`src/inc/amc_pkg.sv`:
```
// ============================================================
// alert mask, current-sense tempco and loop gain configuration
// constants, register codes and transaction carriers
// assumes the management-bus engine decodes each transfer into byte strobes
// Operation
// A fault whose mask bit is set never pulls the alert pin, unmasked faults still do; the code still lets a masked fault in status byte 5 pull it.
// Each mask bit masks the status bit of the same position in the matching status byte; in the code the bits of mask byte 5 mask nothing.
// The alert mask is seven bytes wide and clears to all zeros at reset.
// Mask bytes 0..6 map to vout, iout, input, temperature, cml, unused and mfr status.
// Tempco bits 6:0 hold the copper coefficient in 100 ppm steps, codes 0..127.
// Tempco bit 7 picks the internal sensor at 0 or the external junction at 1.
// The host enables external temperature measurement when it picks that source.
// The sense gain is the 25 degree gain times (1 + coefficient/1e6 x (T - 25)).
// The tempco register resets to 00h, zero correction with the internal sensor.
// For inductor resistance sensing the host programs 3900 ppm, code 27h.
// With a self-compensating power stage the host leaves the coefficient at zero.
// The loop gain register holds integral gain 31:24, residual 23:16 and gain 15:0.
// After reset integral gain is 100, residual 90 and loop gain comes from the strap.
// Mask byte 5 is stored but never affects the alert pin.
// The four loop gain bytes move as a block, least significant byte first.
package amc_pkg;
  // command codes of the three registers
  localparam logic [7:0] AMC_CMD_ALERT_MASK = 8'hDB;
  localparam logic [7:0] AMC_CMD_TEMPCO     = 8'hDC;
  localparam logic [7:0] AMC_CMD_LOOP_GAIN  = 8'hDF;
  // byte counts
  localparam int AMC_MASK_BYTES = 7;
  localparam int AMC_LOOP_BYTES = 4;
  localparam int AMC_UNUSED_BYTE = 5;
  // mask byte roles
  localparam int AMC_BYTE_VOUT  = 0;
  localparam int AMC_BYTE_IOUT  = 1;
  localparam int AMC_BYTE_INPUT = 2;
  localparam int AMC_BYTE_TEMP  = 3;
  localparam int AMC_BYTE_CML   = 4;
  localparam int AMC_BYTE_MFR   = 6;
  // tempco fields
  localparam int AMC_TC_SRC_BIT = 7;
  localparam int AMC_TC_MSB     = 6;
  localparam logic [7:0] AMC_TC_RESET = 8'h00;
  // tempco arithmetic: code steps of 100 ppm against a 1e6 base
  localparam int AMC_TC_STEP_PPM = 100;
  localparam int AMC_PPM_BASE    = 1000000;
  localparam int AMC_TC_DIVISOR  = AMC_PPM_BASE / AMC_TC_STEP_PPM;
  localparam int AMC_REF_TEMP_C  = 25;
  // loop gain fields and reset values
  localparam int AMC_IGAIN_LSB = 24;
  localparam int AMC_RESID_LSB = 16;
  localparam logic [7:0] AMC_IGAIN_RESET = 8'h64;
  localparam logic [7:0] AMC_RESID_RESET = 8'h5A;
  // strap capture waits for the two-stage synchroniser to fill
  localparam logic [1:0] AMC_STRAP_WAIT = 2'h3;

  // one decoded byte of a management-bus transfer
  typedef struct packed {
    logic       wr;
    logic       rd;
    logic [7:0] code;
    logic [2:0] idx;
    logic [7:0] data;
  } amc_cmd_t;

  // answer to a read or write byte
  typedef struct packed {
    logic       valid;
    logic       unsupported;
    logic [7:0] data;
  } amc_rsp_t;
endpackage

```
`src/logic/amc_config_regs.sv`:
```
// ============================================================
// alert mask, tempco and loop gain register bank with alert gating
// and temperature-compensated sense gain
// assumes status, temperatures and gain come from logic on clk,
// the strap code arrives from a pin
`timescale 1ns/100ps
`default_nettype none
module amc_config_regs #(
  parameter int GAIN_W      = 16,
  parameter int TEMP_W      = 12,
  parameter int STRAP_W     = 4,
  parameter logic [15:0] STRAP_BASE = 16'h0064,
  parameter logic [15:0] STRAP_STEP = 16'h0064
) (
  // clock and reset
  input  wire logic                 clk,
  input  wire logic                 sys_rst,
  // command port from the management-bus engine
  input  wire amc_pkg::amc_cmd_t    cmd,
  output      amc_pkg::amc_rsp_t    rsp,
  // fault status, seven bytes
  input  wire logic [55:0]          fault_status,
  // alert pin, open drain, active low
  input  wire logic                 alert_out_pin_in,
  output      logic                 alert_out_pin_out,
  output      logic                 alert_out_pin_oe,
  // temperatures in whole degrees, signed
  input  wire logic signed [TEMP_W-1:0] temp_internal,
  input  wire logic signed [TEMP_W-1:0] temp_external,
  // strap pin code
  input  wire logic [STRAP_W-1:0]   config_strap_one,
  // current sense gain
  input  wire logic [GAIN_W-1:0]    sense_gain_25c,
  output      logic [GAIN_W-1:0]    sense_gain_comp,
  // loop settings to the modulator
  output      logic [31:0]          loop_gain_config_q,
  output      logic [7:0]           sense_temp_coefficient_q
);
  import amc_pkg::*;

  // ============================================================
  // functions
  function automatic logic [15:0] strap_gain(input logic [STRAP_W-1:0] code);
    logic [31:0] g;
    g = 32'(STRAP_BASE) + 32'(code) * 32'(STRAP_STEP);
    return g[15:0];
  endfunction

  function automatic logic [7:0] pick_byte(input logic [63:0] word, input logic [2:0] idx);
    return word[{idx, 3'h0} +: 8];
  endfunction

  // ============================================================
  // registers
  logic [55:0] alert_fault_mask_reg, alert_fault_mask_next;
  logic [7:0]  tempco_reg, tempco_next;
  logic [31:0] loop_gain_reg, loop_gain_next;
  logic [1:0]  strap_wait_reg, strap_wait_next;
  logic        strap_pend_reg, strap_pend_next;
  logic [STRAP_W-1:0] strap_s1_reg, strap_s2_reg;
  amc_rsp_t    rsp_reg, rsp_next;

  logic hit_mask, hit_tc, hit_lg;
  assign hit_mask = cmd.code == AMC_CMD_ALERT_MASK && 32'(cmd.idx) < AMC_MASK_BYTES;
  assign hit_tc   = cmd.code == AMC_CMD_TEMPCO && cmd.idx == 3'h0;
  assign hit_lg   = cmd.code == AMC_CMD_LOOP_GAIN && 32'(cmd.idx) < AMC_LOOP_BYTES;

  always_comb
  begin
    alert_fault_mask_next = alert_fault_mask_reg;
    tempco_next           = tempco_reg;
    loop_gain_next        = loop_gain_reg;
    strap_wait_next       = strap_wait_reg;
    strap_pend_next       = strap_pend_reg;
    rsp_next              = '0;
    if (cmd.wr)
    begin
      // seven mask bytes
      if (hit_mask)
        alert_fault_mask_next[{cmd.idx, 3'h0} +: 8] = cmd.data;
      // coefficient and source in one byte
      if (hit_tc)
        tempco_next = cmd.data;
      // byte 0 is the least significant, field layout follows bytes
      if (hit_lg)
        loop_gain_next[{cmd.idx[1:0], 3'h0} +: 8] = cmd.data;
    end
    if (cmd.wr || cmd.rd)
    begin
      rsp_next.valid       = 1'b1;
      rsp_next.unsupported = !(hit_mask || hit_tc || hit_lg);
      if (cmd.rd)
      begin
        // reads walk the same byte order
        if (hit_mask)
          rsp_next.data = pick_byte({8'h00, alert_fault_mask_reg}, cmd.idx);
        else if (hit_tc)
          rsp_next.data = tempco_reg;
        else if (hit_lg)
          rsp_next.data = pick_byte({32'h0, loop_gain_reg}, cmd.idx);
      end
    end
    // strap value is caught once the synchroniser holds a settled code;
    // it replaces what the host wrote to bytes 0 and 1 since reset, a write in that same cycle included
    if (strap_pend_reg)
    begin
      if (strap_wait_reg == AMC_STRAP_WAIT)
      begin
        // loop gain field from the strap
        loop_gain_next[15:0] = strap_gain(strap_s2_reg);
        strap_pend_next      = 1'b0;
      end
      else
        strap_wait_next = strap_wait_reg + 2'h1;
    end
  end

  always_ff @(posedge clk)
  begin
    strap_s1_reg <= config_strap_one;
    strap_s2_reg <= strap_s1_reg;
    if (sys_rst)
    begin
      // nothing masked after reset
      alert_fault_mask_reg <= '0;
      // zero correction, internal sensor
      tempco_reg           <= AMC_TC_RESET;
      // integral gain and residual defaults
      loop_gain_reg        <= {AMC_IGAIN_RESET, AMC_RESID_RESET, 16'h0000};
      strap_wait_reg       <= 2'h0;
      strap_pend_reg       <= 1'b1;
      rsp_reg              <= '0;
    end
    else
    begin
      alert_fault_mask_reg <= alert_fault_mask_next;
      tempco_reg           <= tempco_next;
      loop_gain_reg        <= loop_gain_next;
      strap_wait_reg       <= strap_wait_next;
      strap_pend_reg       <= strap_pend_next;
      rsp_reg              <= rsp_next;
    end
  end

  assign rsp                      = rsp_reg;
  assign loop_gain_config_q       = loop_gain_reg;
  assign sense_temp_coefficient_q = tempco_reg;

  // ============================================================
  // alert gating
  logic [55:0] eff_mask;
  logic        alert_req;
  always_comb
  begin
    eff_mask = alert_fault_mask_reg;
    // unused byte never gates anything
    eff_mask[AMC_UNUSED_BYTE*8 +: 8] = 8'h00;
  end
  // byte n of the mask faces status byte n
  // bitwise mask against the same status position
  assign alert_req         = |(fault_status & ~eff_mask);
  assign alert_out_pin_out = 1'b0;
  assign alert_out_pin_oe  = alert_req;

  // ============================================================
  // tempco sense gain
  logic signed [TEMP_W-1:0] sel_temp;
  logic signed [TEMP_W:0]   delta;
  logic signed [GAIN_W+TEMP_W+9:0] corr, comp;
  logic [GAIN_W-1:0]        comp_next, comp_reg;
  always_comb
  begin
    // source select
    sel_temp = tempco_reg[AMC_TC_SRC_BIT] ? temp_external : temp_internal;
    // gain25 * (1 + tc*100e-6*(T-25))
    delta = (TEMP_W+1)'(sel_temp) - (TEMP_W+1)'(AMC_REF_TEMP_C);
    corr  = $signed({1'b0, sense_gain_25c}) * $signed({1'b0, tempco_reg[AMC_TC_MSB:0]})
            * delta;
    comp  = $signed({1'b0, sense_gain_25c}) + corr / AMC_TC_DIVISOR;
    if (comp < 0)
      comp_next = '0;
    else if (comp > $signed({1'b0, {GAIN_W{1'b1}}}))
      comp_next = '1;
    else
      comp_next = comp[GAIN_W-1:0];
  end

  always_ff @(posedge clk)
  begin
    if (sys_rst)
      comp_reg <= '0;
    else
      comp_reg <= comp_next;
  end
  assign sense_gain_comp = comp_reg;
endmodule
`default_nettype wire

```
`config.mk`:
```
export PLATFORM = sky130hd
export DESIGN_NAME = amc_config_regs
export DESIGN_NICKNAME = d
export VERILOG_FILES = /design/src/inc/amc_pkg.sv /design/src/logic/amc_config_regs.sv
export SDC_FILE = /design/constraint.sdc
export NUM_CORES = 2
export LEC_CHECK = 0
export BUFFER_PORTS_ARGS = -buffer_cell sky130_fd_sc_hd__buf_2
export CAP_MARGIN = 10
export CORE_UTILIZATION = 60
export CTS_CLUSTER_DIAMETER = 120
export CTS_CLUSTER_SIZE = 14
export DETAILED_ROUTE_END_ITERATION = 10
export PLACE_DENSITY = 0.79
export SETUP_SLACK_MARGIN = 0.3
export SLEW_MARGIN = 40
export SYNTH_ARGS = -nofsm -noshare
export SYNTH_HDL_FRONTEND = slang
export SYNTH_SLANG_ARGS = --single-unit
export TNS_END_PERCENT = 10
```
`constraint.sdc`:
```
create_clock -name clk -period 87.3 [get_ports clk]
set_input_delay 21.825 -clock clk [delete_from_list [all_inputs] [get_ports clk]]
set_output_delay 21.825 -clock clk [all_outputs]
set_load 0.02 [all_outputs]
```
==> flow_metrics.py <==
metrics = {
    "synthesis": {
        "syn_area_um2": 32400,
        "ys.flop_type": "dfxtp_1",
        "synth_seq_area_share_pct": 8.22,
        "synth_top_area_share_pct": 18.7,
        "synth.cells.most_frequent": "463 x nand2_1, 437 x nor2_1, 424 x inv_1",
        "muxShareOfSynthArea_pct": 4.20,
        "syn-num-nets": 4769,
        "synth_compound_area_share_pct": 22.5,
        "synthCells": 4152,
        "ys_seq_elements": 133,
        "synth_top_cell_by_area": "fa_1",
        "synth_edf_count": 0,
        "yosysMostFrequentCell": "nand2_1",
        "synth_warnings": 0,
        "synth-async-reset-ratio_pct": 0,
        "syn_area_per_cell_um2": 7.80,
        "synth_top_family_by_area": "adder cells",
        "synth_xor_area_share_pct": 8.32,
        "synth_fa_ha_area_share_pct": 26.4,
        "synthSimpleGateAreaFrac_pct": 23.3,
        "synth_area_leaders": "fa_1 19%, dfxtp_1 8.2%, ha_1 7.4%",
        "ys_types": 147,
    },
    "timing": {
        "fin_crit_sh_pct": 74.3,
        "finalMaxSlewViolations": 0,
        "whs_ns": 0.330,
        "worst_pin_slew_ns": 0.906,
        "fmax_mhz": 15.4,
        "tns_ns": 0,
        "skew_ns": 0.0126,
        "finalHoldViolations": 0,
        "rsz0062_at_grt": "false",
        "max_slew_margin_pct": 39.2,
        "layout_min_cycle_time_ns": 64.87,
        "report.final.setup_viol": 0,
    },
    "placement": {
        "place_area_um2": 34000,
        "place_congestion": 0.989,
        "portBuffers": 189,
        "hpwl_um": 77300,
    },
    "drt": {
        "wire_per_inst_um": 19.7,
        "final_antenna_net_count": 0,
        "via_per_inst": 6.42,
        "drt_iter0_markers": 3298,
        "vias": 31700,
        "route.detailed.drc": 0,
        "dr.pass1.iters": 8,
        "routed_wl_um": 97100,
    },
    "floorplan": {
        "io_pins": 192,
        "die_area_um2": 54900,
        "dieWidth_um": 234,
        "start_util_pct": 61.1,
        "die_h_um": 234,
        "rows": 84,
        "fp.coreArea_um2": 53000,
    },
    "grt": {
        "antenna_found_initial": 4,
        "grt_max_degree": 98,
        "grt_pass1_wl_um": 157000,
        "grt_pass1_vias": 30400,
        "grt_usage_pct": 35.6,
        "overflow": 0,
    },
    "clocking": {
        "htreeDepth": 4,
        "cts_root_buf": "clkbuf_16",
        "clock-sinks": 133,
        "cts_tree": "done",
        "cts_buffer_depth": 2,
        "clkLatencyLatePin_ns": 0.44,
        "clk_pin_slew_ns": 0.06,
        "cts_made_buffers": 17,
        "cts_resized": 0,
        "cts-hold-fix-buffers": 0,
        "postCtsSetupRepairBufs": 0,
    },
    "finish": {
        "syn2layout_area_growth_pct": 7.04,
        "final_nets": 4850,
        "largest_reg_flops": 56,
        "fillers": 4704,
        "drive_gt1_share_pct": 11.8,
        "seq_area_um2": 2660,
        "final_area_um2": 34700,
        "multiInputGateArea_um2": 27700,
    },
    "status": {
        "status": "finished, final reports clean",
    },
    "critical_path": {
        "cp-start-kind": "primary input",
        "reg2reg_slack_ns": 43.31,
        "crit_fanout": 16,
        "path_common_cell": "a21oi_1",
        "critPathBufInv": 7,
        "max_stage_delay_ns": 0.82,
        "cp_top_family": "compound AO/OA/AOI/OAI gates",
        "critPathCaptureType": "flip-flop",
        "crit_type": "primary input to flip-flop",
        "cp_slowest_cell": "or4_1",
        "cp.arrival_ns": 65.09,
        "required_ns": 87.52,
    },
    "run": {
        "cap_violations": 0,
    },
    "hold_path": {
        "hold_class": "flip-flop to flip-flop",
    },
}
-- per-stage QoR --
stage | instances | worst slack [ns] | utilization, %
finish | 4937 | 22.43 | 65.4
global route | 4937 | 19.66 | 65.4
CTS | 4933 | 22.80 | 65.3
detailed placement | 4901 | 22.37 | 64.1
global placement | 4901 | 22.63 | 63.8
floorplan | 4152 | 31.01 | -
-- per-layer routing --
layer	up-vias	GRT usage (%)	share of wire, %
li1	14700	-	-
met1	15300	47.8	42
met2	1460	58.3	46
met3	238	4.13	8.1
met4	2	14.3	4.0
met5	-	0	0.018
-- final timing paths --
path / end / from / depth (start not counted)
setup / recovery: sense_gain_comp[14]$_SDFF_PP0_ / sense_gain_25c[0] / 140
hold / removal: strap_s2_reg[3]$_DFF_P_ / strap_s1_reg[3]$_DFF_P_ / 0
setup reg to reg: sense_gain_comp[14]$_SDFF_PP0_ / sense_temp_coefficient_q[3]$_SDFFE_PP0P_ / 141
hold reg to reg: strap_s2_reg[3]$_DFF_P_ / strap_s1_reg[3]$_DFF_P_ / 0
-- cells in the final DEF (no fill, tap or decap), types with 19 or more instances in the layout --
cell and n:
nand4_1 47, buf_2 189, and3_1 35, a21oi_1 250, o21a_1 26, nand2_1 463, dfxtp_1 132, xnor2_2 29
fa_1 302, nand2b_1 52, buf_4 29, nor2_1 436, nor4_1 30, a21o_1 39, o211ai_1 31, and2_1 130
o21bai_1 36, a31oi_1 53, nor3_1 94, xor2_1 72, nand3_1 95, o21ai_1 47, o22ai_1 31, xnor2_1 175
inv_1 424, ha_1 190, mux2i_1 60, a211oi_1 22, o21ai_0 91, or3_1 19
-- kinds of logic (layout without fill, tap and decap cells) --
family	count (synthesis)	count (layout)
xor gates and xnor gates	292	292
and+or+nand+nor	1551	1551
other	1	4
adders and majority gates	504	504
AOI/OAI and AO/OA	979	979
DFF	133	133
buffers and inverters	586	680
muxes	106	106
-- final cells by class --
cell class,count,area share [%]
Tap cell,688,2.48
Timing Repair Buffer,220,3.40
Multi-Input combinational cell,3433,80.0
Clock buffer,17,1.23
Sequential cell,133,7.69
Inverter,428,4.64
Clock inverter,15,0.509
Antenna cell,3,0.0217
Power is left out: the tool's default activity adds up to more than one toggle a clock period on the data nets, which glitch-free logic cannot reach.
